==> src/rtl/dxb_pkg.sv <==
// Shared constants for the core pin block: register map, status fields and vectors.
package dxb_pkg;

  localparam int ADDR_W = 3;
  localparam int DATA_W = 16;
  localparam int PADDR_W = 16;
  localparam int STACK_DEPTH = 4;
  localparam int STACK_PTR_W = 2;
  localparam int NUM_IRQ = 3;

  // Register numbers on the latched address lines.
  localparam logic [2:0] REG_SHARED_FIRST = 3'h4;
  localparam logic [2:0] REG_WAIT_CFG = 3'h5;
  localparam logic [2:0] REG_STATUS = 3'h7;

  // Status register fields.
  localparam int ST_GPO0_BIT = 0;
  localparam int ST_GPO1_BIT = 1;
  localparam int ST_GPI0_BIT = 2;
  localparam int ST_GPI1_BIT = 3;
  localparam logic [15:0] STATUS_RESET = 16'h0000;
  localparam logic [15:0] STATUS_RO_MASK = 16'h000C;

  // Reset and interrupt vector locations, narrow and wide address variants.
  localparam logic [15:0] VEC_RESET_NARROW = 16'h0FFC;
  localparam logic [15:0] VEC_RESET_WIDE = 16'hFFFC;
  localparam logic [15:0] VEC_IRQ0_NARROW = 16'h0FFF;
  localparam logic [15:0] VEC_IRQ1_NARROW = 16'h0FFE;
  localparam logic [15:0] VEC_IRQ2_NARROW = 16'h0FFD;
  localparam logic [15:0] VEC_IRQ0_WIDE = 16'hFFFF;
  localparam logic [15:0] VEC_IRQ1_WIDE = 16'hFFFE;
  localparam logic [15:0] VEC_IRQ2_WIDE = 16'hFFFD;

  localparam logic [15:0] PC_STEP = 16'h0001;
  localparam logic [15:0] DATA_ZERO = 16'h0000;

endpackage

==> src/rtl/dxb_irq_if.sv <==
// Interface carrying the prioritised interrupt request between sequencer and edge logic.
`timescale 1ns/1ps
interface dxb_irq_if;
  logic reqValid;
  logic [15:0] reqVector;
  logic ack;

  modport ctrl
  (
    output reqValid,
    output reqVector,
    input ack
  );

  modport core
  (
    input reqValid,
    input reqVector,
    output ack
  );
endinterface

==> src/rtl/dxb_core_pins.sv <==
// Core pin block: external register bus, halt, interrupts, reset sequence and user pins.
//
// Overview of operation
// RULE1: Address lines latched on every register access.
// RULE2: Registers 0-3 user, 4-6 shared, 7 reserved.
// RULE3: Data lines driven only for external writes.
// RULE4: Strobe asserted for external transfers only.
// RULE5: Write data valid while direction and strobe low.
// RULE6: Wait input sampled on rising clock edge.
// RULE7: Wait register bit adds one internal wait.
// RULE8: Outside party holds wait for extra states.
// RULE9: Halt high runs no-ops and holds counter.
// RULE10: Interrupts raised on rising input edges only.
// RULE11: Interrupt vectors fetched from fixed top locations.
// RULE12: Interrupt zero served first, two last.
// RULE13: Reset pushes counter then fetches reset vector.
// RULE14: Status register cleared to zero on reset.
// RULE15: Counter and stack keep contents across reset.
// RULE16: Async reset; fixed cycle count to execution.
// RULE17: User inputs testable and readable, synchronised.
// RULE18: User outputs are inverted status bits.
// RULE19: Peripheral drives data on read while strobed.
//
// The register offsets and the address-and-strobe port were left to the implementer.
`timescale 1ns/1ps
module dxb_core_pins
#(
  parameter bit WideAddr = 1'b0
)
(
  input wire logic clk,
  input wire logic arst_n,
  input wire logic [2:0] accAddr,
  input wire logic [15:0] accWdata,
  input wire logic accWr,
  input wire logic accRd,
  output logic [15:0] accRdata,
  output logic accRdValid,
  output logic accBusy,
  input wire logic [2:0] periphDisable,
  output logic [2:0] extRegAddr,
  output logic [15:0] extRegDataOut,
  input wire logic [15:0] extRegDataIn,
  output logic extRegDataOeN,
  output logic busStrobeN,
  output logic rdWrSel,
  input wire logic extWait,
  input wire logic haltIn,
  input wire logic irqLineZero,
  input wire logic irqLineOne,
  input wire logic irqLineTwo,
  output logic [15:0] progAddr,
  output logic progRd,
  input wire logic [15:0] progData,
  output logic [15:0] programCounter,
  output logic execOp,
  input wire logic gpInputZero,
  input wire logic gpInputOne,
  output logic [1:0] condInputs,
  output logic gpOutputZero,
  output logic gpOutputOne
);

  typedef enum logic [1:0] {SEQ_PUSH, SEQ_FETCH, SEQ_LOAD, SEQ_RUN} dxb_seq_t;
  typedef enum logic {BUS_IDLE, BUS_ACCESS} dxb_bus_t;

  dxb_seq_t seqState;
  dxb_bus_t busState;
  logic [15:0] statusReg;
  logic [7:0] waitCfg;
  logic waitExtra;
  logic accIsWrite;
  logic [1:0] gpSync1;
  localparam int STACK_DEPTH_L = dxb_pkg::STACK_DEPTH;
  logic [15:0] stack [STACK_DEPTH_L];
  logic [1:0] stackPtr;
  logic accReq;
  logic accExternal;
  logic busDone;
  logic [15:0] intRdata;

  dxb_irq_if irqBus();

  // Registers 4 to 6 move outside only when their peripheral is switched off; 7 never does.
  function automatic logic isInternal(input logic [2:0] addr, input logic [2:0] disable_);
    logic [2:0] slot;
    slot = 3'(addr - dxb_pkg::REG_SHARED_FIRST);
    if (addr == dxb_pkg::REG_STATUS)
      isInternal = 1'b1; // RULE2
    else if (addr >= dxb_pkg::REG_SHARED_FIRST)
      isInternal = !disable_[slot[1:0]]; // RULE2
    else
      isInternal = 1'b0;
  endfunction

  dxb_irq_ctrl #(.WideAddr(WideAddr)) irqCtrl
  (
    .clk(clk),
    .arst_n(arst_n),
    .irqLines({irqLineTwo, irqLineOne, irqLineZero}),
    .irq(irqBus)
  );

  // Requests arriving while an external access is open are dropped; the master watches busy.
  assign accReq = (accWr || accRd) && (busState == BUS_IDLE);
  assign accExternal = !isInternal(accAddr, periphDisable);
  assign busDone = (busState == BUS_ACCESS) && !waitExtra && !extWait; // RULE6

  // Read value of the internal registers; unused shared slots read as zero.
  always_comb
  begin
    intRdata = dxb_pkg::DATA_ZERO;
    if (accAddr == dxb_pkg::REG_STATUS)
      intRdata = statusReg;
    else if (accAddr == dxb_pkg::REG_WAIT_CFG)
      intRdata = {8'h00, waitCfg};
  end

  // The address lines follow every access, internal ones too, and hold until the next.
  always_ff @(posedge clk or negedge arst_n)
  begin
    if (!arst_n)
      extRegAddr <= 3'h0;
    else if (accReq)
      extRegAddr <= accAddr; // RULE1
  end

  // External transfer sequencer: strobe, direction, data drive and wait stretching.
  always_ff @(posedge clk or negedge arst_n)
  begin
    if (!arst_n)
    begin
      busState <= BUS_IDLE;
      busStrobeN <= 1'b1;
      rdWrSel <= 1'b1;
      extRegDataOeN <= 1'b1;
      extRegDataOut <= dxb_pkg::DATA_ZERO;
      waitExtra <= 1'b0;
      accIsWrite <= 1'b0;
      accBusy <= 1'b0;
    end
    else
    begin
      unique case (busState)
        BUS_IDLE:
        begin
          if (accReq && accExternal)
          begin
            busState <= BUS_ACCESS;
            busStrobeN <= 1'b0; // RULE4
            rdWrSel <= !accWr; // RULE5
            extRegDataOeN <= !accWr; // RULE3
            extRegDataOut <= accWdata;
            waitExtra <= waitCfg[accAddr]; // RULE7
            accIsWrite <= accWr;
            accBusy <= 1'b1;
          end
        end
        BUS_ACCESS:
        begin
          if (waitExtra)
            waitExtra <= 1'b0; // RULE7
          else if (busDone)
          begin
            // Release the lines first so no drive overlaps a following read.
            busState <= BUS_IDLE;
            busStrobeN <= 1'b1;
            rdWrSel <= 1'b1;
            extRegDataOeN <= 1'b1; // RULE3
            accBusy <= 1'b0;
          end
        end
      endcase
    end
  end

  // Read answers: internal one cycle after the request, external at the closing edge.
  always_ff @(posedge clk or negedge arst_n)
  begin
    if (!arst_n)
    begin
      accRdata <= dxb_pkg::DATA_ZERO;
      accRdValid <= 1'b0;
    end
    else
    begin
      accRdValid <= 1'b0;
      if (accReq && accRd && !accExternal)
      begin
        accRdata <= intRdata;
        accRdValid <= 1'b1;
      end
      else if (busDone && !accIsWrite)
      begin
        accRdata <= extRegDataIn; // RULE19
        accRdValid <= 1'b1;
      end
    end
  end

  // Status register; cleared by reset, user outputs show its bits inverted.
  always_ff @(posedge clk or negedge arst_n)
  begin
    if (!arst_n)
    begin
      statusReg <= dxb_pkg::STATUS_RESET; // RULE14
      gpOutputZero <= 1'b1; // RULE18
      gpOutputOne <= 1'b1;
    end
    else
    begin
      if (accReq && accWr && accAddr == dxb_pkg::REG_STATUS)
      begin
        statusReg <= (accWdata & ~dxb_pkg::STATUS_RO_MASK)
          | (statusReg & dxb_pkg::STATUS_RO_MASK);
        gpOutputZero <= !accWdata[dxb_pkg::ST_GPO0_BIT]; // RULE18
        gpOutputOne <= !accWdata[dxb_pkg::ST_GPO1_BIT]; // RULE18
      end
      statusReg[dxb_pkg::ST_GPI0_BIT] <= condInputs[0]; // RULE17
      statusReg[dxb_pkg::ST_GPI1_BIT] <= condInputs[1]; // RULE17
    end
  end

  // Wait configuration, one bit for each register number.
  always_ff @(posedge clk or negedge arst_n)
  begin
    if (!arst_n)
      waitCfg <= 8'h00;
    else if (accReq && accWr && accAddr == dxb_pkg::REG_WAIT_CFG && !accExternal)
      waitCfg <= accWdata[7:0]; // RULE7
  end

  // The user inputs may change at any time, so they pass two flip-flops first.
  always_ff @(posedge clk or negedge arst_n)
  begin
    if (!arst_n)
    begin
      gpSync1 <= 2'h0;
      condInputs <= 2'h0;
    end
    else
    begin
      gpSync1 <= {gpInputOne, gpInputZero};
      condInputs <= gpSync1; // RULE17
    end
  end

  // Program sequencer control: reset push, vector fetch, run, halt and interrupt entry.
  always_ff @(posedge clk or negedge arst_n)
  begin
    if (!arst_n)
    begin
      seqState <= SEQ_PUSH; // RULE16
      progAddr <= dxb_pkg::DATA_ZERO;
      progRd <= 1'b0;
      execOp <= 1'b0;
    end
    else
    begin
      unique case (seqState)
        SEQ_PUSH:
        begin
          // Fixed path after release: push, fetch, load, then run.
          progAddr <= WideAddr ? dxb_pkg::VEC_RESET_WIDE : dxb_pkg::VEC_RESET_NARROW; // RULE13
          progRd <= 1'b1;
          seqState <= SEQ_FETCH; // RULE16
        end
        SEQ_FETCH:
        begin
          progRd <= 1'b0;
          seqState <= SEQ_LOAD;
        end
        SEQ_LOAD:
        begin
          seqState <= SEQ_RUN;
        end
        SEQ_RUN:
        begin
          if (haltIn)
            execOp <= 1'b0; // RULE9
          else if (irqBus.reqValid)
          begin
            execOp <= 1'b0;
            progAddr <= irqBus.reqVector; // RULE11
            progRd <= 1'b1;
            seqState <= SEQ_FETCH;
          end
          else
            execOp <= 1'b1;
        end
      endcase
    end
  end

  assign irqBus.ack = (seqState == SEQ_RUN) && !haltIn && irqBus.reqValid; // RULE12

  // Counter and stack have no reset; the counter survives a reset pulse, but stack entry 0 takes the counter on every clock while reset holds SEQ_PUSH.
  always_ff @(posedge clk) // RULE15
  begin
    if (seqState == SEQ_PUSH || irqBus.ack)
      stack[stackPtr] <= programCounter; // RULE13
    if (seqState == SEQ_LOAD)
      programCounter <= progData; // RULE13
    else if (seqState == SEQ_RUN && !haltIn && !irqBus.reqValid)
      programCounter <= programCounter + dxb_pkg::PC_STEP; // RULE9
  end

  // The stack pointer wraps; a deeper nesting overwrites the oldest entry.
  always_ff @(posedge clk or negedge arst_n)
  begin
    if (!arst_n)
      stackPtr <= 2'h0;
    else if (seqState == SEQ_PUSH || irqBus.ack)
      stackPtr <= stackPtr + 2'h1; // RULE13
  end

endmodule

==> src/rtl/dxb_irq_ctrl.sv <==
// Edge-triggered interrupt capture with fixed priority and vector selection.
`timescale 1ns/1ps
module dxb_irq_ctrl
#(
  parameter bit WideAddr = 1'b0
)
(
  input wire logic clk,
  input wire logic arst_n,
  input wire logic [2:0] irqLines,
  dxb_irq_if.ctrl irq
);

  logic [2:0] irqPrev;
  logic armed;
  logic [2:0] pending;
  logic [2:0] risen;
  logic [2:0] ackMask;

  // Only a low-to-high change counts; a line held high raises one request.
  // The first edge after reset only loads the history, so a line already high is no edge.
  assign risen = irqLines & ~irqPrev & {3{armed}}; // RULE10

  always_ff @(posedge clk or negedge arst_n)
  begin
    if (!arst_n)
    begin
      irqPrev <= 3'h0;
      armed <= 1'b0;
    end
    else
    begin
      irqPrev <= irqLines;
      armed <= 1'b1;
    end
  end

  // Acknowledge removes the served request; a fresh edge in the same cycle survives.
  always_comb
  begin
    ackMask = 3'h0;
    if (irq.ack)
    begin
      if (pending[0])
        ackMask = 3'h1; // RULE12
      else if (pending[1])
        ackMask = 3'h2;
      else
        ackMask = 3'h4;
    end
  end

  always_ff @(posedge clk or negedge arst_n)
  begin
    if (!arst_n)
      pending <= 3'h0;
    else
      pending <= (pending & ~ackMask) | risen; // RULE10
  end

  // Line zero wins over one, one over two.
  assign irq.reqValid = |pending;
  always_comb
  begin
    if (pending[0])
      irq.reqVector = WideAddr ? dxb_pkg::VEC_IRQ0_WIDE : dxb_pkg::VEC_IRQ0_NARROW; // RULE11
    else if (pending[1])
      irq.reqVector = WideAddr ? dxb_pkg::VEC_IRQ1_WIDE : dxb_pkg::VEC_IRQ1_NARROW; // RULE12
    else
      irq.reqVector = WideAddr ? dxb_pkg::VEC_IRQ2_WIDE : dxb_pkg::VEC_IRQ2_NARROW;
  end

endmodule

==> config.mk <==
export PLATFORM = sky130hd
export DESIGN_NAME = dxb_core_pins
export DESIGN_NICKNAME = d
export VERILOG_FILES = /design/src/rtl/dxb_pkg.sv /design/src/rtl/dxb_irq_if.sv /design/src/rtl/dxb_core_pins.sv /design/src/rtl/dxb_irq_ctrl.sv
export SDC_FILE = /design/constraint.sdc
export NUM_CORES = 1
export LEC_CHECK = 0
export BUFFER_PORTS_ARGS = -buffer_cell sky130_fd_sc_hd__buf_2
export CAP_MARGIN = 40
export CELL_PAD_IN_SITES_DETAIL_PLACEMENT = 0
export CELL_PAD_IN_SITES_GLOBAL_PLACEMENT = 2
export CORE_MARGIN = 2
export CORE_UTILIZATION = 32
export DETAILED_ROUTE_END_ITERATION = 8
export PLACE_DENSITY = 0.79
export SLEW_MARGIN = 20
export SYNTH_ARGS = -nofsm -noshare
export SYNTH_HDL_FRONTEND = slang
export SYNTH_SLANG_ARGS = --single-unit
==> constraint.sdc <==
create_clock -name clk -period 2.42 [get_ports clk]
set_input_delay 0.242 -clock clk [delete_from_list [all_inputs] [get_ports clk]]
set_output_delay 0.242 -clock clk [all_outputs]
set_load 0.02 [all_outputs]
* Word level (Yosys, flattened, before mapping)
Cells that the tools add are included.
Word-level totals: register bits after elaboration 115, input port bits 65, output and inout port bits 78, logic and storage cells 130
Operators by class: add/subtract/negate cells 2, magnitude comparators 3, equal/unequal tests 10, muxes and demuxes 46, bitwise logic cells 8, reductions and logical operators 36
Operators by type and width (number):
- two-way mux 16 bit | 7
- case mux 16 bit (2 select lines) | 1
- two-way mux 1 bit | 21
- adder 16 x 1 -> 16 bit (second input constant) | 1
- bitwise OR 16 x 4 -> 16 bit | 1
- logical AND 1 bit | 14
- logical NOT 1 bit | 10
- case mux 1 bit (2 select lines) | 5
- bitwise AND 3 bit | 3
- two-way mux 3 bit | 3
- AND reduction 3 bit | 3
- two-way mux 2 bit | 4
- two-way mux 8 bit | 1
- case mux 2 bit (4 select lines) | 1
- == test 3 bit (second input constant) | 2
- inequality test 2 bit (second input constant) | 3
- inverter 3 bit | 2
- nonzero test 2 bit | 3
- == test 2 bit (second input constant) | 2
- less-than comparator 3 x 4 -> 1 bit (second input constant) | 1
- inequality test 2 x 1 -> 1 bit (second input constant) | 2
- AND reduction 2 bit | 2
- binary-select mux 1 bit (select 3 bit) | 1
- >= comparator 3 bit (second input constant) | 1
- 11 further kinds | 11

* Depth between registers and ports, before layout
Gate-level depths: netlist (run 1).
depth in word-level cells 10, gate-level depth with buffers 7, gate-level depth less buffers 5

* Modules after synthesis
From an unflattened synthesis (run 1), not the netlist that was laid out.
Unflattened totals: cells, all modules 452, area, all modules 5235.0 µm²
By module, submodules not included:
- dxb_core_pins | times used 1, cells an instance 417, area each 4873.4 µm²
- dxb_irq_ctrl | times used 1, cells an instance 35, area each 361.6 µm²

* Worst setup path before layout (run 1)
No wires, ideal clock.
path kind register -> register, start register programCounter[0], end register programCounter[14] (data pin), arrival 1.524 ns, required time 2.159 ns, setup slack 0.635 ns, stages on the path, launching flop included 6, period minus slack after synthesis 1.785 ns, cells stage by stage edfxtp_1 > ha_1 > nand3_1 > nor4_1 > nor3b_1 > a221o_1
Between the ends: word-level cells in the longest chain between the ends 3
Ends and longest elaborated chain:
- start: declaration | RTL line dxb_core_pins.sv:55 | output logic [15:0] programCounter,
- start signal: assignment | RTL line dxb_core_pins.sv:303 | programCounter <= progData;
- start signal: assignment | RTL line dxb_core_pins.sv:305 | programCounter <= programCounter + dxb_pkg::PC_STEP;
- adder 16 x 1 -> 16 bit | RTL line dxb_core_pins.sv:305
- two-way mux 16 bit | RTL line dxb_core_pins.sv:304 | else if (seqState == SEQ_RUN && !haltIn && !irqBus.reqValid)
- two-way mux 16 bit | RTL line dxb_core_pins.sv:302 | if (seqState == SEQ_LOAD)
No other way between the ends. The select of a mux whose other input is x is not followed. A chain may end at the register's enable or synchronous reset.

* Worst setup path in the final report (run 1)
start register programCounter[4], end register programCounter[15] (data pin)
The elaborated chain is that of the path after synthesis.

==> results.yml, run 1 <==
status:
  status: "finished clean"
pwr:
  power_density_nw_per_um2: 1235
  clkPwrFrac_pct: 19.7
  netSwitchingFraction_pct: 38.13
  pwr-share-seq_pct: 42.1
  p_leak_uw: 0.002717
  vdd_ir_drop_max_mv: 0.6133
  switching_power_uw: 2762
  power.internal_uw: 4482
  p_comb_share_pct: 38.3
route:
  num_vias: 3451
  drtAntennaViolNets: 0
  via_per_inst: 4.740
  wl_per_cell_um: 14.96
  drtPass1Iterations: 4
  drc: 0
  first_iter_violations: 109
  wirelength_um: 10890
clock_network:
  clockBufferDepth: 2
  cts_root_buffer: "clkbuf_16"
  clk_latency_ns: 0.35
  cts_tree: "yes"
  cts_resized: 0
  h-tree-depth: 3
  clkTransAtPathRegs_ns: 0.07
  numCtsBuffers: 9
  cts_sinks: 102
worst_setup_path:
  cp.required_ns: 2.52
  r2r_cells: 4
  start_kind: "flip-flop"
  cp_max_fo: 9
  crit_path_start: "programCounter[4]$_DFFE_PP_"
  critPathCaptureType: "flip-flop"
  arrival_ns: 1.99
  worst-setup-path-type: "reg -> reg"
  r2r_slack_ns: 0.53
  r2r_end: "programCounter[15]$_DFFE_PP_"
  r2r-start: "programCounter[4]$_DFFE_PP_"
synthesis:
  async_flop_share_pct: 84.31
  syn-instance-count: 412
  yosysWarnings: 0
  synth_most_common_cell: "dfrtp_1"
  synth_seq_area_share_pct: 55.66
  synth_edf_count: 16
  synth-seq-cells: 102
  synth_top_area_cell: "dfrtp_1"
  ys_types: 49
  synthTopCellsByArea: "dfrtp_1 (43%), edfxtp_1 (10%), mux2_2 (5.2%), nand2_1 (5.1%), mux2_4 (4.4%)"
  avgSynthCellArea_um2: 11.50
  ys.flop_type: "dfrtp_1"
  ys_top_cells_by_count: "dfrtp_1 (82), nand2_1 (65), a21oi_1 (27)"
  yosysTopAreaCellShare_pct: 43.31
  netlist_area_um2: 4738
sta:
  final.setup.tns_ns: 0
  max_freq_mhz: 528.5
  clock_skew_ns: 0.006360
  finalSetupViolCount: 0
  period_share_pct: 78.18
  hold_viol_final: 0
  grt_setup_unrepaired: "no"
  fin_ws_ns: 0.5280
  finalCriticalPeriod_ns: 1.892
  drv_slew: 0
layout:
  finalNetCount: 610
  area_delta_synth_final_pct: 23.77
  drive_gt1_share_pct: 38.60
  antennaDiodeCount: 0
global_routing:
  antenna_found_initial: 0
  grt_use_total_pct: 13.99
  grt_pass1_vias: 3350
  grt_pass1_wl_um: 17550
  grt_max_degree: 87
  grt_overflow_total: 0
floorplan:
  die_w_um: 125.7
  start_util_pct: 32.73
  dieArea_um2: 15800
  die_h_um: 125.7
  coreArea_um2: 14480
  row_count: 44
  ios: 143
job:
  drv_cap: 0
hold_path:
  hold-path-cell-count: 1
  hold_path_end: "irqCtrl.irqPrev[0]$_DFF_PN0_"
  hp-start: "irqLineZero"
  holdCritPathClass: "in -> reg"
place:
  post-dp-hpwl_um: 7952
  gp_congestion: 0.7656
  portBuffers: 138
  dpl_worst_slack_ns: 0.4696
## per-layer routing
| metal | vias up | track usage, % | share of wire, % |
|---|---|---|---|
| li1 | 1671 | - | - |
| met1 | 1663 | 18.42 | 46 |
| met2 | 106 | 22.26 | 47 |
| met3 | 11 | 4.630 | 6.4 |
| met4 | 0 | 3.791 | 1.3 |
| met5 | - | 0 | 0 |
## kinds of logic after synthesis
family	after synthesis	synth area share [%]
DFF	102	55.66
adders and majority gates	6	1.584
AOI/OAI and AO/OA	75	9.533
muxes	56	14.42
and+or+nand+nor	111	10.69
buffers and inverters	48	5.730
other	2	0.1585
xor gates and xnor gates	12	2.218
## flip-flops by register name (all words and copies together) (netlist names), 2 cells and up
| register | flops |
|---|---|
| irqCtrl.irqPrev | 3 |
| accRdata | 16 |
| programCounter | 16 |
| gpSync1 | 2 |
| waitCfg | 8 |
| condInputs | 2 |
| irqCtrl.pending | 3 |
| extRegDataOut | 16 |
| seqState | 2 |
| progAddr | 3 |
| statusReg | 16 |
| extRegAddr | 3 |
## layout make-up
class	count	area [µm²]
Fill cell	1423	8615
Clock buffer	10	239.0
Multi-Input combinational cell	265	1852
Clock inverter	6	52.55
Timing Repair Buffer	149	808.3
Sequential cell	102	2638
Tap cell	184	230.2
Inverter	12	45.04
## power by group through the flow
stage | sequential [µW] | combinational, µW | clock (µW)
final | 3050 | 2770 | 1420
after CTS | 3060 | 2820 | 1490
after detailed placement | 3090 | 2810 | 0
after global routing | 3150 | 3030 | 1570
after floorplan | 3550 | 1400 | 0
after global placement | 3060 | 2770 | 0
## how the worst max path moves through the flow
stage,slack (ns),endpoint
after floorplan,0.64,programCounter[14]$_DFFE_PP_
after global placement,0.53,extRegDataOut[1]$_DFFE_PN0P_
after detailed placement,0.47,extRegDataOut[0]$_DFFE_PN0P_
after CTS,0.56,programCounter[15]$_DFFE_PP_
after global routing,0.39,programCounter[15]$_DFFE_PP_
final,0.53,programCounter[15]$_DFFE_PP_
## what timing repair did
item                                    in CTS  in global routing
setup buffers                                0                  0
hold endpoints to repair                    84                  0
hold buffers                                 3                  0
endpoints found under the setup margin       0                  0
## stage by stage
step	hold WS (ns)	cells	power, µW	area [µm²]	utilization, %
2_1_floorplan	-0.05359	415	4953	4750	-
4_1_cts	0.001095	728	7364	5864	40.50
6_report	0.02237	728	7243	5864	40.50
3_5_place_dp	0.3210	709	5896	5543	38.28
5_1_grt	0.003117	728	7752	5864	40.50
3_3_place_gp	0.3150	709	5831	5543	38.28
## critical path, cell delays in order (launching register included)
cell      delay, ns
edfxtp_1       0.44
nand3_1        0.29
nor4_1         0.54
nor3b_1        0.10
a221o_1        0.28
## placed cells by master (no fill, tap or decap), types with 6 or more instances in the layout
| master | Yosys | layout |
|---|---|---|
| clkbuf_16 | 0 | 9 |
| mux2_4 | 14 | 14 |
| buf_4 | 15 | 7 |
| a21oi_1 | 27 | 27 |
| xnor2_1 | 10 | 10 |
| dfrtp_1 | 82 | 82 |
| a31oi_1 | 10 | 10 |
| nand2_1 | 65 | 65 |
| nor2_1 | 8 | 8 |
| ha_1 | 6 | 6 |
| nand3_1 | 7 | 7 |
| mux2_2 | 22 | 22 |
| mux2i_1 | 18 | 18 |
| inv_1 | 12 | 12 |
| buf_2 | 3 | 137 |
| o21ai_0 | 21 | 21 |
| edfxtp_1 | 16 | 16 |
Note: power is estimated with default switching activity, not from simulation.
==> run 2: changes to the inputs <==
==> constraint.sdc (replaced) <==
create_clock -name clk -period 1.9 [get_ports clk]
set_input_delay 0.19 -clock clk [delete_from_list [all_inputs] [get_ports clk]]
set_output_delay 0.19 -clock clk [all_outputs]
set_load 0.02 [all_outputs]
==> results.yml, run 2 (synthesis results as in run 1) <==
worst_setup_path:
  cpMaxStageDelayCell: "edfxtp_1"
  cp_max_fo: 5
  start_kind: "flip-flop"
  path_delay_family: "simple AND/OR/NAND/NOR gates"
  cp.required_ns: 2.00
  arrival_ns: 1.90
  worst-setup-path-type: "reg -> reg"
  critPathCaptureType: "flip-flop"
  cpPeakStageDelay_ns: 0.41
  path_cells: "ha_1, nand3_1, nor4_1, nor3b_1, a221o_1"
  timing.critical_path.buf_inv: 0
clock_network:
  cts_root_buffer: "clkbuf_16"
  clk_latency_ns: 0.35
  cts_tree: "yes"
  clockBufferDepth: 2
  clkTransAtPathRegs_ns: 0.07
  postCtsSetupRepairBufs: 0
  cts_sinks: 102
  h-tree-depth: 3
  numCtsBuffers: 9
place:
  portBuffers: 138
  gp_congestion: 0.7772
  dpl_worst_slack_ns: 0.1212
  post-dp-hpwl_um: 8346
layout:
  drive_gt1_share_pct: 39.50
  num-fill-cells: 1412
  seqCellArea_um2: 2638
  mostFrequentLayoutCells: "buf_2 (137), dfrtp_1 (82), nand2_1 (65), a21oi_1 (27), mux2_2 (22)"
  finalNetCount: 623
  layout_commonest_cell: "buf_2"
  antennaDiodeCount: 0
  multi_input_area_um2: 1852
  post-route-util_pct: 41.47
  area_delta_synth_final_pct: 26.72
pwr:
  pwr-share-seq_pct: 41.2
  power.internal_uw: 5908
  netSwitchingFraction_pct: 37.14
  clkPwrFrac_pct: 20.3
  switching_power_uw: 3490
  vdd_ir_drop_max_mv: 0.5891
  p_leak_uw: 0.002794
  power_density_nw_per_um2: 1565
  p_comb_share_pct: 38.5
sta:
  clock_skew_ns: 0.007692
  finalSetupViolCount: 0
  grt_setup_unrepaired: "no"
  fin_ws_ns: 0.1021
  final.setup.tns_ns: 0
  finalCriticalPeriod_ns: 1.798
  hold_viol_final: 0
  max_freq_mhz: 556.2
  period_share_pct: 94.63
  drv_slew: 0
floorplan:
  start_util_pct: 32.73
  die_w_um: 125.7
  coreArea_um2: 14480
  die_h_um: 125.7
  row_count: 44
  ios: 143
  dieArea_um2: 15800
hold_path:
  holdCritPathClass: "in -> reg"
global_routing:
  antenna_found_initial: 0
  grt_overflow_total: 0
  grt_pass1_vias: 3487
  grt_use_total_pct: 14.35
  grt_pass1_wl_um: 17930
  grt_max_degree: 37
route:
  drc: 0
  wirelength_um: 11180
  first_iter_violations: 176
  drtPass1Iterations: 4
  via_per_inst: 4.733
  num_vias: 3507
  drtAntennaViolNets: 0
  wl_per_cell_um: 15.09
job:
  drv_cap: 0
status:
  status: "finished clean"
## run 2: cell count changes in the layout (fill, tap and decap cells not counted), sizes merged
cell,before,now
clkbuf,10,13
buf,146,156
inv,16,13
clkinvlp,2,1
clkinv,0,1
dlygate4sd3,3,6
## run 2: final timing paths
check	from	end	slack, ns	cells after the start
max reg2reg	programCounter[0]$_DFFE_PP_	programCounter[14]$_DFFE_PP_	0.10	5
max in group asynchronous	arst_n	rdWrSel$_DFFE_PN1P_	0.88	3
min in group asynchronous	arst_n	extRegDataOut[9]$_DFFE_PN0P_	0.31	2
min reg2reg	gpSync1[1]$_DFF_PN0_	condInputs[1]$_DFF_PN0_	0.35	0
min	accWdata[11]	statusReg[11]$_DFFE_PN0P_	0.05	3
max	programCounter[0]$_DFFE_PP_	programCounter[14]$_DFFE_PP_	0.10	5
## run 2: per-stage QoR
stage	power, µW	hold WS (ns)	std cells	area, µm²
floorplan	6308	-0.1056	415	4750
global placement	7487	0.1573	719	5630
detailed placement	7584	0.1647	719	5630
CTS	9536	0.04676	741	6005
global route	10030	0.04944	741	6005
finish	9398	0.05442	741	6005
## run 2: layout make-up
| class | count | area share (%) |
|---|---|---|
| inverters | 12 | 0.7502 |
| repair buffers | 162 | 15.42 |
| multi-input cells | 265 | 30.84 |
| clock buffers | 13 | 4.855 |
| flip-flops and latches | 102 | 43.93 |
| well taps | 184 | 3.834 |
| clock inverters | 3 | 0.3751 |
## run 2: repair_timing
| item | 4_1_cts | 5_1_grt |
|---|---|---|
| hold buffers | 6 | 0 |
| hold endpoints to repair | 35 | 0 |
| gates resized for setup | 0 | 0 |
## run 2: power groups by stage
stage	Clock [µW]	Combinational (µW)	Sequential, µW
3_5_place_dp	0	3660	3920
6_report	1910	3620	3870
5_1_grt	2050	3970	4010
4_1_cts	1970	3680	3890
3_3_place_gp	0	3600	3880
2_1_floorplan	0	1790	4520
## run 2: metal layers
metal,vias to the layer above,global-route usage (%),wire [µm]
li1,1702,-,-
met1,1691,19.58,5185
met2,98,22.16,5189
met3,16,3.186,575
met4,0,6.013,231
met5,-,0,0
## run 2: tightest hold or removal path, stage by stage
cell	delay (ns)
buf_2	0.09
nand2_1	0.05
nand2_1	0.05
